$ cat src/pkg/stsv_pkg.sv
// Purpose: Shared constants and types of the supply and thermal supervisor.
// Assumes: One 50 MHz clock; comparator levels arrive asynchronously.
// Notes:   Times are kept in microseconds, cycle counts derive from them.
// How it works
// - Short detection on the main supply is armed only without battery undervoltage.
// - Main supply not up within filter after power-up or wake: short reaction, Fail-Safe.
// - Main supply low longer than the filter during operation gives the same reaction.
// - After a short Fail-Safe, bus, wake pin or configured GPIO wake restarts.
// - Aux undervoltage while enabled sets a sticky flag cleared by software.
// - Aux undervoltage flag is blanked after switch-on and while switching.
// - Transceiver supply undervoltage while enabled sets a software-cleared flag.
// - Aux overheat switches the aux stage off, transceiver overheat its transmitter; both set block flag.
// - Per-block thermal shutdown is evaluated only while that block is on.
// - Aux overheat clears its enable and sets its flag; software re-enables.
// - Transceiver overheat stops transmit only, code 01, transmit returns when cool.
// - Thermal flags never self-clear; software clears them after the heat ends.
// - Main stage prewarning sets a flag clearable only once the heat is gone.
// - Chip overheat enters Fail-Safe; cool-down wait starts once temperature drops.
// - Cool-down expiry moves through Restart into Normal automatically.
// - Chip overheat flag clears only in Normal and only after heat has ended.
// - With extension enabled, 16 events lengthen cool-down to 64 times.
// - Event counter increments on each chip overheat up to 16, even with flag uncleared.
// - Reaching 16 events with extension enabled sets the safe flag; extended wait holds until cleared.
// - Clearing chip overheat flag or extension enable resets the event counter.
// - Chip overheat while entering Sleep enters Fail-Safe instead.
// - Threshold raise setting lifts block and chip shutdown thresholds by 10 K.
// - Short filter is 2 ms, used as power-up blanking and short duration.
// - Aux undervoltage blanking after switch-on is 4 ms.
`default_nettype none
package stsv_pkg;
   localparam int unsigned CLK_HZ = 50_000_000;
   localparam int unsigned CYC_PER_US = CLK_HZ / 1_000_000;
   localparam int unsigned SHORT_FILTER_US = 2000;
   localparam int unsigned AUX_BLANK_US = 4000;
   localparam int unsigned COOLDOWN_US = 1000;
   localparam int unsigned SHORT_CYC = SHORT_FILTER_US * CYC_PER_US;
   localparam int unsigned AUX_BLANK_CYC = AUX_BLANK_US * CYC_PER_US;
   localparam int unsigned COOLDOWN_CYC = COOLDOWN_US * CYC_PER_US;
   localparam int unsigned EXTEND_MULT = 64;
   localparam int unsigned TIMER_W = 32;
   localparam logic [4:0] EVENT_LIMIT = 5'h10;
   localparam logic [1:0] XCVR_FAULT_NONE = 2'h0;
   localparam logic [1:0] XCVR_FAULT_OT = 2'h1;
   localparam int unsigned THR_RAISE_K = 10;

   typedef enum logic [3:0] {
      STSV_RESTART = 4'h1,
      STSV_NORMAL = 4'h2,
      STSV_SLEEP = 4'h4,
      STSV_FAILSAFE = 4'h8
   } stsv_mode_t;

   typedef struct packed {
      logic vs_uv;
      logic main_supply_low;
      logic aux_uv;
      logic xcvr_uv;
      logic aux_hot;
      logic xcvr_hot;
      logic prewarn_hot;
      logic chip_hot;
      logic wake_bus;
      logic wake_pin;
      logic wake_gpio;
   } stsv_sense_t;

   typedef struct packed {
      logic main_supply_short;
      logic flag_a;
      logic aux_uv;
      logic xcvr_uv;
      logic block_ot;
      logic aux_ot;
      logic xcvr_fault;
      logic prewarn;
      logic chip_ot;
      logic safe;
   } stsv_clr_t;

   typedef struct packed {
      logic main_supply_short;
      logic flag_a;
      logic aux_uv;
      logic xcvr_uv;
      logic block_ot;
      logic aux_ot;
      logic prewarn;
      logic chip_ot;
      logic safe;
      logic [1:0] xcvr_fault;
   } stsv_flags_t;
endpackage : stsv_pkg
`default_nettype wire

$ cat src/rtl/stsv_timer.sv
// Purpose: Interval counter that saturates at its limit.
// Assumes: Limit is stable while running.
// Notes:   Dropping run restarts the count from zero on the next edge.
`default_nettype none
module stsv_timer #(
   parameter int unsigned W = 32
) (
   input wire logic clock_i, // System clock.
   input wire logic rst_i, // Asynchronous reset, active high.
   input wire logic run_i, // Qualifying condition present.
   input wire logic [W-1:0] limit_i, // Cycles to reach.
   output logic done_o // Condition held for the limit.
);
   logic [W-1:0] cnt_q;

   always_ff @(posedge clock_i or posedge rst_i) begin
      if (rst_i) begin
         cnt_q <= '0;
      end else if (!run_i) begin
         cnt_q <= '0;
      end else if (cnt_q < limit_i) begin
         cnt_q <= cnt_q + W'(1);
      end
   end

   assign done_o = run_i && (cnt_q >= limit_i);
endmodule : stsv_timer
`default_nettype wire

$ cat src/rtl/stsv_supervisor.sv
// Purpose: Supply short, undervoltage and thermal supervision with mode control.
// Assumes: Sense inputs are raw comparator levels; software strobes are one cycle.
// Notes:   Reset delay and analog thresholds live outside this block.
`default_nettype none
module stsv_supervisor #(
   parameter int unsigned SHORT_CYC = stsv_pkg::SHORT_CYC,
   parameter int unsigned AUX_BLANK_CYC = stsv_pkg::AUX_BLANK_CYC,
   parameter int unsigned COOLDOWN_CYC = stsv_pkg::COOLDOWN_CYC
) (
   input wire logic clock_i, // System clock, 50 MHz.
   input wire logic rst_i, // Power-on reset, asynchronous, active high.
   input wire stsv_pkg::stsv_sense_t sense_i, // Raw comparator and wake levels.
   input wire stsv_pkg::stsv_clr_t clr_i, // Software flag clear strobes.
   input wire logic gpio_wake_cfg_i, // GPIO configured as wake input.
   input wire logic aux_wr_i, // Software write of aux enable.
   input wire logic aux_wr_data_i, // Value written to aux enable.
   input wire logic xcvr_en_i, // Transceiver module enabled.
   input wire logic sleep_req_i, // Software request to enter Sleep.
   input wire logic overtemp_extend_en_i, // Extended cool-down enable.
   input wire logic overtemp_threshold_raise_i, // Raise thermal thresholds.
   output logic main_supply_en_o, // Main regulator on.
   output logic aux_supply_on_ctrl_o, // Aux regulator enable.
   output logic xcvr_tx_en_o, // Transmitter enabled.
   output logic fail_output_o, // Fail output active.
   output logic thr_raise_o, // Threshold raise to comparators.
   output stsv_pkg::stsv_mode_t mode_o, // Operating mode.
   output logic [4:0] event_cnt_o, // Chip overheat event count.
   output stsv_pkg::stsv_flags_t flags_o // Sticky status flags.
);
   // ******************************************************
   // Input synchronisation
   // ******************************************************
   localparam int unsigned SW = $bits(stsv_pkg::stsv_sense_t);
   logic [SW-1:0] meta_q;
   logic [SW-1:0] sync_q;
   stsv_pkg::stsv_sense_t s;

   always_ff @(posedge clock_i or posedge rst_i) begin
      if (rst_i) begin
         meta_q <= '0;
         sync_q <= '0;
      end else begin
         meta_q <= sense_i;
         sync_q <= meta_q;
      end
   end
   assign s = stsv_pkg::stsv_sense_t'(sync_q);

   // A flag takes the event even in the cycle software clears it.
   function automatic logic sticky(input logic q, input logic set, input logic clr_ok);
      sticky = set | (q & ~clr_ok);
   endfunction : sticky

   // ******************************************************
   // Declarations
   // ******************************************************
   localparam int unsigned TW = stsv_pkg::TIMER_W;
   stsv_pkg::stsv_mode_t mode_q, mode_d;
   logic main_on_q, aux_on_q, tx_en_q, fail_q, fs_short_q, thr_q;
   logic chip_hot_q, ext_en_q;
   logic [4:0] cnt_q;
   logic vsc_q, fla_q, auv_q, xuv_q, bot_q, aot_q, pw_q, cot_q, safe_q;
   logic [1:0] xf_q;
   logic short_run, short_hit, blank_done, cool_run, cool_done;
   logic wake_any, aux_trip, xcvr_trip, chip_evt, cnt_clr, leave_to_restart;
   logic [TW-1:0] cool_lim;

   // ******************************************************
   // Interval timers
   // ******************************************************
   // Arm on battery good.
   assign short_run = main_on_q && !s.vs_uv && s.main_supply_low;

   stsv_timer #(.W(TW)) u_short (
      .clock_i(clock_i),
      .rst_i(rst_i),
      .run_i(short_run),
      .limit_i(TW'(SHORT_CYC)),
      .done_o(short_hit)
   );

   stsv_timer #(.W(TW)) u_blank (
      .clock_i(clock_i),
      .rst_i(rst_i),
      .run_i(aux_on_q),
      .limit_i(TW'(AUX_BLANK_CYC)),
      .done_o(blank_done)
   );

   assign cool_lim = safe_q ? TW'(COOLDOWN_CYC * stsv_pkg::EXTEND_MULT) : TW'(COOLDOWN_CYC);
   assign cool_run = (mode_q == stsv_pkg::STSV_FAILSAFE) && !fs_short_q && !s.chip_hot;

   stsv_timer #(.W(TW)) u_cool (
      .clock_i(clock_i),
      .rst_i(rst_i),
      .run_i(cool_run),
      .limit_i(cool_lim),
      .done_o(cool_done)
   );

   // ******************************************************
   // Mode control
   // ******************************************************
   // Wake sources.
   assign wake_any = s.wake_bus || s.wake_pin || (s.wake_gpio && gpio_wake_cfg_i);
   assign chip_evt = s.chip_hot && !chip_hot_q;

   always_comb begin
      mode_d = mode_q;
      case (mode_q)
         stsv_pkg::STSV_RESTART: begin
            if (short_hit || s.chip_hot) begin
               mode_d = stsv_pkg::STSV_FAILSAFE;
            end else if (!s.main_supply_low) begin
               mode_d = stsv_pkg::STSV_NORMAL;
            end
         end
         stsv_pkg::STSV_NORMAL: begin
            if (short_hit || s.chip_hot) begin
               mode_d = stsv_pkg::STSV_FAILSAFE;
            end else if (sleep_req_i) begin
               mode_d = stsv_pkg::STSV_SLEEP;
            end
         end
         stsv_pkg::STSV_SLEEP: begin
            if (s.chip_hot) begin
               mode_d = stsv_pkg::STSV_FAILSAFE;
            end else if (wake_any) begin
               mode_d = stsv_pkg::STSV_RESTART;
            end
         end
         stsv_pkg::STSV_FAILSAFE: begin
            if (fs_short_q || short_hit) begin
               if (wake_any && !short_hit) begin
                  mode_d = stsv_pkg::STSV_RESTART;
               end
            end else if (cool_done) begin
               mode_d = stsv_pkg::STSV_RESTART;
            end
         end
         default: mode_d = stsv_pkg::STSV_FAILSAFE;
      endcase
   end

   assign leave_to_restart = (mode_d == stsv_pkg::STSV_RESTART) &&
                             (mode_q != stsv_pkg::STSV_RESTART);

   always_ff @(posedge clock_i or posedge rst_i) begin
      if (rst_i) begin
         mode_q <= stsv_pkg::STSV_RESTART;
      end else begin
         mode_q <= mode_d;
      end
   end

   // Short reaction on the main supply.
   always_ff @(posedge clock_i or posedge rst_i) begin
      if (rst_i) begin
         main_on_q <= 1'b1;
         fs_short_q <= 1'b0;
         fail_q <= 1'b0;
      end else begin
         if (leave_to_restart) begin
            main_on_q <= 1'b1;
         end else if (short_hit || mode_d == stsv_pkg::STSV_SLEEP) begin
            main_on_q <= 1'b0;
         end
         if (short_hit) begin
            fs_short_q <= 1'b1;
         end else if (leave_to_restart) begin
            fs_short_q <= 1'b0;
         end
         // Fail output holds until the device is back in Normal.
         if (short_hit || chip_evt) begin
            fail_q <= 1'b1;
         end else if (mode_q == stsv_pkg::STSV_NORMAL) begin
            fail_q <= 1'b0;
         end
      end
   end

   // ******************************************************
   // Block thermal and undervoltage
   // ******************************************************
   // Evaluated only while on.
   assign aux_trip = aux_on_q && s.aux_hot;
   assign xcvr_trip = xcvr_en_i && s.xcvr_hot;

   always_ff @(posedge clock_i or posedge rst_i) begin
      if (rst_i) begin
         aux_on_q <= 1'b0;
      end else if (aux_trip) begin
         aux_on_q <= 1'b0;
      end else if (aux_wr_i) begin
         aux_on_q <= aux_wr_data_i;
      end
   end

   // Receive stays, transmit returns when cool.
   always_ff @(posedge clock_i or posedge rst_i) begin
      if (rst_i) begin
         tx_en_q <= 1'b0;
      end else begin
         tx_en_q <= xcvr_en_i && !s.xcvr_hot;
      end
   end

   // Thermal flags clear only when cool.
   always_ff @(posedge clock_i or posedge rst_i) begin
      if (rst_i) begin
         bot_q <= 1'b0;
         aot_q <= 1'b0;
         xf_q <= stsv_pkg::XCVR_FAULT_NONE;
         pw_q <= 1'b0;
      end else begin
         bot_q <= sticky(bot_q, aux_trip | xcvr_trip,
                         clr_i.block_ot & ~s.aux_hot & ~s.xcvr_hot);
         aot_q <= sticky(aot_q, aux_trip, clr_i.aux_ot & ~s.aux_hot);
         if (xcvr_trip) begin
            xf_q <= stsv_pkg::XCVR_FAULT_OT;
         end else if (clr_i.xcvr_fault && !s.xcvr_hot) begin
            xf_q <= stsv_pkg::XCVR_FAULT_NONE;
         end
         pw_q <= sticky(pw_q, s.prewarn_hot, clr_i.prewarn & ~s.prewarn_hot);
      end
   end

   always_ff @(posedge clock_i or posedge rst_i) begin
      if (rst_i) begin
         auv_q <= 1'b0;
         xuv_q <= 1'b0;
      end else begin
         auv_q <= sticky(auv_q, aux_on_q & blank_done & ~aux_wr_i & s.aux_uv, clr_i.aux_uv);
         xuv_q <= sticky(xuv_q, xcvr_en_i & s.xcvr_uv, clr_i.xcvr_uv);
      end
   end

   // Short flags from the same filter.
   always_ff @(posedge clock_i or posedge rst_i) begin
      if (rst_i) begin
         vsc_q <= 1'b0;
         fla_q <= 1'b0;
      end else begin
         vsc_q <= sticky(vsc_q, short_hit, clr_i.main_supply_short);
         fla_q <= sticky(fla_q, short_hit, clr_i.flag_a);
      end
   end

   // ******************************************************
   // Chip overheat events
   // ******************************************************
   // Counter reset on either clear.
   assign cnt_clr = (clr_i.chip_ot && mode_q == stsv_pkg::STSV_NORMAL && !s.chip_hot) ||
                    (ext_en_q && !overtemp_extend_en_i);

   always_ff @(posedge clock_i or posedge rst_i) begin
      if (rst_i) begin
         chip_hot_q <= 1'b0;
         ext_en_q <= 1'b0;
         thr_q <= 1'b0;
         cot_q <= 1'b0;
         cnt_q <= '0;
         safe_q <= 1'b0;
      end else begin
         chip_hot_q <= s.chip_hot;
         ext_en_q <= overtemp_extend_en_i;
         thr_q <= overtemp_threshold_raise_i;
         // Clear only in Normal when cool.
         cot_q <= sticky(cot_q, chip_evt,
                         clr_i.chip_ot & (mode_q == stsv_pkg::STSV_NORMAL) & ~s.chip_hot);
         if (chip_evt) begin
            if (cnt_clr) begin
               cnt_q <= 5'h01;
            end else if (cnt_q != stsv_pkg::EVENT_LIMIT) begin
               cnt_q <= cnt_q + 5'h01;
            end
         end else if (cnt_clr) begin
            cnt_q <= '0;
         end
         safe_q <= sticky(safe_q, chip_evt & overtemp_extend_en_i & ~cnt_clr &
                          (cnt_q == stsv_pkg::EVENT_LIMIT - 5'h01), clr_i.safe);
      end
   end

   // ******************************************************
   // Outputs
   // ******************************************************
   assign main_supply_en_o = main_on_q;
   assign aux_supply_on_ctrl_o = aux_on_q;
   assign xcvr_tx_en_o = tx_en_q;
   assign fail_output_o = fail_q;
   assign thr_raise_o = thr_q;
   assign mode_o = mode_q;
   assign event_cnt_o = cnt_q;
   assign flags_o = '{main_supply_short: vsc_q, flag_a: fla_q, aux_uv: auv_q, xcvr_uv: xuv_q,
                      block_ot: bot_q, aux_ot: aot_q, prewarn: pw_q, chip_ot: cot_q,
                      safe: safe_q, xcvr_fault: xf_q};
endmodule : stsv_supervisor
`default_nettype wire

$ cat config.mk
export PLATFORM = sky130hd
export DESIGN_NAME = stsv_supervisor
export DESIGN_NICKNAME = d
export VERILOG_FILES = /design/src/pkg/stsv_pkg.sv /design/src/rtl/stsv_timer.sv /design/src/rtl/stsv_supervisor.sv
export SDC_FILE = /design/constraint.sdc
export NUM_CORES = 1
export LEC_CHECK = 0
export BUFFER_PORTS_ARGS = -buffer_cell sky130_fd_sc_hd__buf_2
export CORE_MARGIN = 3
export CORE_UTILIZATION = 50
export DETAILED_ROUTE_END_ITERATION = 6
export GPL_ROUTABILITY_DRIVEN = 0
export PLACE_DENSITY_LB_ADDON = 0.12
export SLEW_MARGIN = 40
export SYNTH_ARGS = -nofsm -noshare
export SYNTH_HDL_FRONTEND = slang
export SYNTH_SLANG_ARGS = --single-unit
$ cat constraint.sdc
create_clock -name clock_i -period 7.25 [get_ports clock_i]
set_input_delay 0.725 -clock clock_i [delete_from_list [all_inputs] [get_ports clock_i]]
set_output_delay 0.725 -clock clock_i [all_outputs]
set_load 0.01 [all_outputs]
* Word level (Yosys, flattened, before mapping)
Cells that the tools add are included.
** Storage, ports and cells
- Bits in latches :: 0
- Bits in registers :: 146
- Bits of input ports :: 30
- Logic and storage cells :: 165
- Memory bits (writable) :: 0
- Memories :: 0
- Output and inout bits :: 25
- Memory bits (read-only) :: 0
** Operators by class
- $add $sub $neg :: 4
- Equal/unequal tests :: 12
- Mux-type cells :: 31
- $lt $le $gt $ge :: 6
- Bitwise gates (word level) :: 47
- $mul :: 0
- Divide/modulo/power cells :: 0
- Reduce and logical (&&, ||, !) cells :: 40
- Shift operators :: 0
** Operators with widths (number)
- 2-to-1 mux 32 bit :: 6
- adder 32 x 1 -> 32 bit (second input constant) :: 3
- 2-to-1 mux 4 bit :: 9
- greater-or-equal comparator 32 x 17 -> 1 bit (second input constant) :: 1
- greater-or-equal comparator 32 x 18 -> 1 bit (second input constant) :: 1
- greater-or-equal comparator 32 x 22 -> 1 bit :: 1
- < comparator 32 x 17 -> 1 bit (second input constant) :: 1
- < comparator 32 x 18 -> 1 bit (second input constant) :: 1
- < comparator 32 x 22 -> 1 bit :: 1
- AND 1 bit :: 22
- 2-to-1 mux 22 bit :: 1
- 2-to-1 mux 5 bit :: 4
- logical AND 1 bit :: 18
- one-hot mux 4 bit (4 select lines) :: 1
- NOT 1 bit :: 15
- nonzero test 2 bit :: 7
- bitwise OR 1 bit :: 10
- == test 4 x 1 -> 1 bit (second input constant) :: 2
- == test 4 x 3 -> 1 bit (second input constant) :: 2
- 2-to-1 mux 1 bit :: 8
- zero test 1 bit :: 7
- logical OR 1 bit :: 7
- adder 5 x 1 -> 5 bit (second input constant) :: 1
- == test 5 x 4 -> 1 bit (second input constant) :: 1
- other kinds (8) :: 10

* Logic depth before layout (Yosys ltp)
- Word-level depth :: 13
- Depth in mapped cells :: 9
- Depth with buffers taken out :: 8

* By module
From an unflattened synthesis, not the netlist that was laid out.
** Second synthesis, totals
- Cell total of the unflattened synthesis :: 1095
- Area, all modules :: 9748.1 um^2
** By module, submodules not included
- stsv_timer :: cells an instance 313, times used 3, sequential area each 800.8 um^2, area an instance 2611.3 um^2
- stsv_supervisor :: cells an instance 156, times used 1, sequential area each 1228.7 um^2, area an instance 1914.3 um^2

* Worst setup path after synthesis
OpenSTA, ideal clock, no wires.
- Path kind :: register -> register
- Start point :: register u_cool.cnt_q[18]
- End point :: register u_cool.cnt_q[18]
- Setup slack :: 4.910 ns
- Path buffers :: 1
- Cell stages (with the launch flop) :: 8
- Required time :: 7.172 ns
- Data arrival time :: 2.262 ns
- Clock period less this slack :: 2.340 ns
- Library setup time :: 0.078 ns
- Path through :: dfrtp_1 -> or4_4 -> a21o_1 -> a211oi_4 -> o211ai_1 -> buf_4 -> or3_1 -> a21oi_1
** Between the ends
- Cells in the longest elaborated chain, start to end :: 3
- Elaborated cells between the ends (all ways) :: 5
- Classes of those cells :: add/sub (1); order compare (1); eq/ne (1); mux (2)
** Ends and longest elaborated chain
- start, declared :: line stsv_timer.sv:14 : logic [W-1:0] cnt_q;
- start signal, assigned :: line stsv_timer.sv:22 : cnt_q <= cnt_q + W'(1);
- adder 32 x 1 -> 32 bit :: line stsv_timer.sv:22
- 2-to-1 mux 32 bit :: line stsv_timer.sv:21 : end else if (cnt_q < limit_i) begin
- 2-to-1 mux 32 bit :: line stsv_timer.sv:19 : end else if (!run_i) begin
Parallel ways exist; a longest one is shown, timed or not. The select of a mux whose other input is x is not followed.
A chain may end at the register's enable or synchronous reset.

* Final worst setup path
- Start point :: register u_cool.cnt_q[18]
- End point :: register u_cool.cnt_q[20]
The elaborated chain is that of the path after synthesis.

==> results.py <==
metrics = {
    "status": {
        "status": "completed",
    },
    "yosys": {
        "synth.distinct_cells": 56,
        "syn-num-nets": 685,
        "async_reset_ff_share_pct": 100,
        "synth_top_family_by_area": "simple AND/OR/NAND/NOR gates",
        "ys.flop_type": "dfrtp_1",
        "yosys.area_share.simple_pct": 22.6,
        "yosys_register_bits": 145,
        "synthAdderAreaFrac_pct": 3.23,
        "synth_compound_area_share_pct": 11.1,
        "yosysWarnings": 0,
        "synthCells": 638,
        "muxShareOfSynthArea_pct": 0.152,
        "synthesis.area_um2": 6580,
        "synth_xor_xnor_area_share_pct": 3.46,
        "avgSynthCellArea_um2": 10.3,
        "ys_seq_area_share_pct": 55.2,
        "synth_edf_count": 0,
    },
    "global_routing": {
        "grtUsageTotal_pct": 18.5,
        "antenna_found_initial": 0,
        "grt_pass1_wl_um": 21400,
        "grt_pass1_vias": 4478,
        "gr-total-overflow": 0,
        "grt_max_degree": 75,
    },
    "pwr": {
        "ir_worst_vdd_mv": 0.157,
        "p_leak_nw": 3.38,
        "p_per_area_nw_per_um2": 246,
    },
    "setup_path": {
        "required_ns": 7.59,
        "slowest_delay_ns": 0.57,
        "path_max_fanout": 9,
        "end_kind": "register",
        "cp_slowest_cell": "or4_4",
        "crit_chain": "or4_4 -> a21o_1 -> a211oi_4 -> o211ai_1 -> clkbuf_2 -> or4_1 -> a21oi_1",
        "worstSetupPathType": "reg -> reg",
        "arrival_ns": 3.13,
        "reg2reg_depth": 7,
        "cp-start-kind": "register",
    },
    "floorplanning": {
        "die_height_um": 121,
        "row_count": 41,
        "die_area_um2": 14600,
        "io_pins": 55,
        "start_util_pct": 51.7,
        "core_area_um2": 12700,
        "die_w_um": 121,
    },
    "sta": {
        "min_period_over_period_pct": 38.5,
        "hold_viol_final": 0,
        "worst_slack_ns": 4.46,
        "fin_worst_skew_ns": 0.00874,
        "max_freq_ghz": 0.358,
        "finalSetupViolCount": 0,
        "setup_tns_ns": 0,
        "finalCriticalPeriod_ns": 2.79,
        "slew_headroom_pct": 49.2,
        "worst_pin_slew_ns": 0.761,
        "drv_slew": 0,
        "rsz0062_at_grt": "false",
    },
    "hold_path": {
        "worstHoldPathType": "reg -> reg",
        "hold_path_depth": 0,
    },
    "finish": {
        "nets": 731,
        "antenna-diode-count": 0,
        "fillCellCount": 1102,
        "drive_gt1_share_pct": 14.6,
        "area_growth_pct": 15.3,
    },
    "cts": {
        "cts_tree": "done",
        "clk_pin_slew_ns": 0.06,
        "clockRootBuffer": "clkbuf_16",
        "htreeDepth": 4,
        "cts_resized": 0,
        "cts_max_path_buffers": 2,
        "cts_sinks": 145,
        "clk_latency_ns": 0.42,
        "hold_buffers": 0,
        "cts_setup_buffers": 0,
        "cts_inserted_buffers": 17,
    },
    "place": {
        "dpl_worst_slack_ns": 4.48,
        "numPortBuffers": 53,
        "dp_hpwl_um": 8440,
    },
    "route": {
        "wire_per_inst_um": 14.4,
        "drt_wl_total_um": 12500,
        "via_per_inst": 5.47,
        "dr.pass1.iters": 5,
        "ant_nets": 0,
        "drtIter0Drc": 319,
        "drcViolationCount": 0,
        "num_vias": 4750,
    },
    "flow_run": {
        "drv_cap": 0,
    },
}
-- critical path, delay by kind of cell, from the launching register on --
family / cells / cell delay [ns]
AO/OA/AOI/OAI: 4 / 0.97
buffers and inverters: 1 / 0.24
flip-flops: 1 / 0.42
AND/OR/NAND/NOR: 2 / 1.08
-- where the power goes --
| group | switching (mW) | total [mW] | internal, mW |
|---|---|---|---|
| combinational | 0.0516 | 0.0781 | 0.0265 |
| clock | 0.325 | 0.944 | 0.619 |
| sequential | 0.0185 | 0.847 | 0.829 |
-- synth_stat cells, types with 10 or more instances --
cell type / instances / area [µm²]
nand2_1: 48 / 180
nor4_1: 15 / 93.8
xnor2_1: 17 / 149
o21ai_0: 31 / 155
nor2_1: 49 / 184
clkbuf_1: 18 / 67.6
a21oi_1: 33 / 165
nor3_1: 11 / 55.1
or3_1: 16 / 100
ha_1: 17 / 213
nand3_1: 21 / 105
and2_1: 39 / 244
dfrtp_1: 143 / 3580
buf_4: 11 / 82.6
nand4_1: 14 / 87.6
inv_1: 31 / 116
or4_1: 10 / 75.1
-- placed cells by master (no fill, tap or decap), types with 5 or more instances in the layout --
cell / synthesis / layout
dfrtp_1: 143 / 143
buf_2: 2 / 54
nor2_1: 49 / 49
nand2_1: 48 / 48
and2_1: 39 / 39
a21oi_1: 33 / 32
o21ai_0: 31 / 31
inv_1: 31 / 30
nand3_1: 21 / 21
xnor2_1: 17 / 17
ha_1: 17 / 17
clkbuf_16: 0 / 17
or3_1: 16 / 16
nor4_1: 15 / 15
nand4_1: 14 / 14
nor3_1: 11 / 11
or4_1: 10 / 10
and4_1: 9 / 9
o211ai_1: 9 / 9
and3_1: 9 / 9
xor2_1: 9 / 9
nand2b_1: 8 / 8
o31ai_1: 7 / 7
bufinv_16: 0 / 5
-- worst paths after layout --
| kind | startpoint | to | slack, ns |
|---|---|---|---|
| worst max-delay path | u_cool.cnt_q[18]$_DFFE_PP0P_ | u_cool.cnt_q[20]$_DFFE_PP0P_ | 4.46 |
| worst min register to register | meta_q[6]$_DFF_PP0_ | s[6]$_DFF_PP0_ | 0.34 |
| worst min-delay path | meta_q[6]$_DFF_PP0_ | s[6]$_DFF_PP0_ | 0.34 |
| worst max register to register | u_cool.cnt_q[18]$_DFFE_PP0P_ | u_cool.cnt_q[20]$_DFFE_PP0P_ | 4.46 |
| max in group asynchronous | rst_i | u_short.cnt_q[5]$_DFFE_PP0P_ | 5.76 |
| min in group asynchronous | rst_i | xuv_q$_DFF_PP0_ | 0.38 |
-- flip-flops by register name (all words and copies together), names as in the netlist, 4 cells and up --
signal	cells
s	11
mode_o	4
u_blank.cnt_q	32
u_cool.cnt_q	32
u_short.cnt_q	32
event_cnt_o	5
meta_q	11
-- logic make-up after synthesis --
family,count (synthesis)
muxes,1
DFF,145
AOI/OAI and AO/OA,114
adders and majority gates,17
other,1
xor gates and xnor gates,26
and+or+nand+nor,272
buffers and inverters,62
-- layout make-up --
type / count / area, µm² / area share (%)
clock buffers: 22 / 454 / 5.99
clock inverters: 10 / 185 / 2.44
inverters: 31 / 121 / 1.60
multi-input cells: 431 / 2680 / 35.3
flip-flops and latches: 145 / 3630 / 47.9
well taps: 172 / 215 / 2.84
repair buffers: 58 / 302 / 3.97
-- stage by stage --
step / instances / utilization, % / hold WS [ns] / instance area (µm²) / power [mW]
global placement: 835 / 54.5 / 0.333 / 6930 / 0.939
floorplan: 638 / - / 0.331 / 6580 / 0.912
CTS: 867 / 59.6 / 0.350 / 7580 / 1.90
global route: 869 / 59.6 / 0.351 / 7590 / 1.94
detailed placement: 835 / 54.5 / 0.338 / 6940 / 0.942
finish: 869 / 59.6 / 0.341 / 7590 / 1.87
-- layer usage --
layer  track usage (%)  share of wire [%]
met5                 0                  0
met4              6.37                1.4
met3              5.71                3.5
met2              29.1                 49
met1              24.4                 46
No activity file was read; power rests on OpenSTA's default activity.
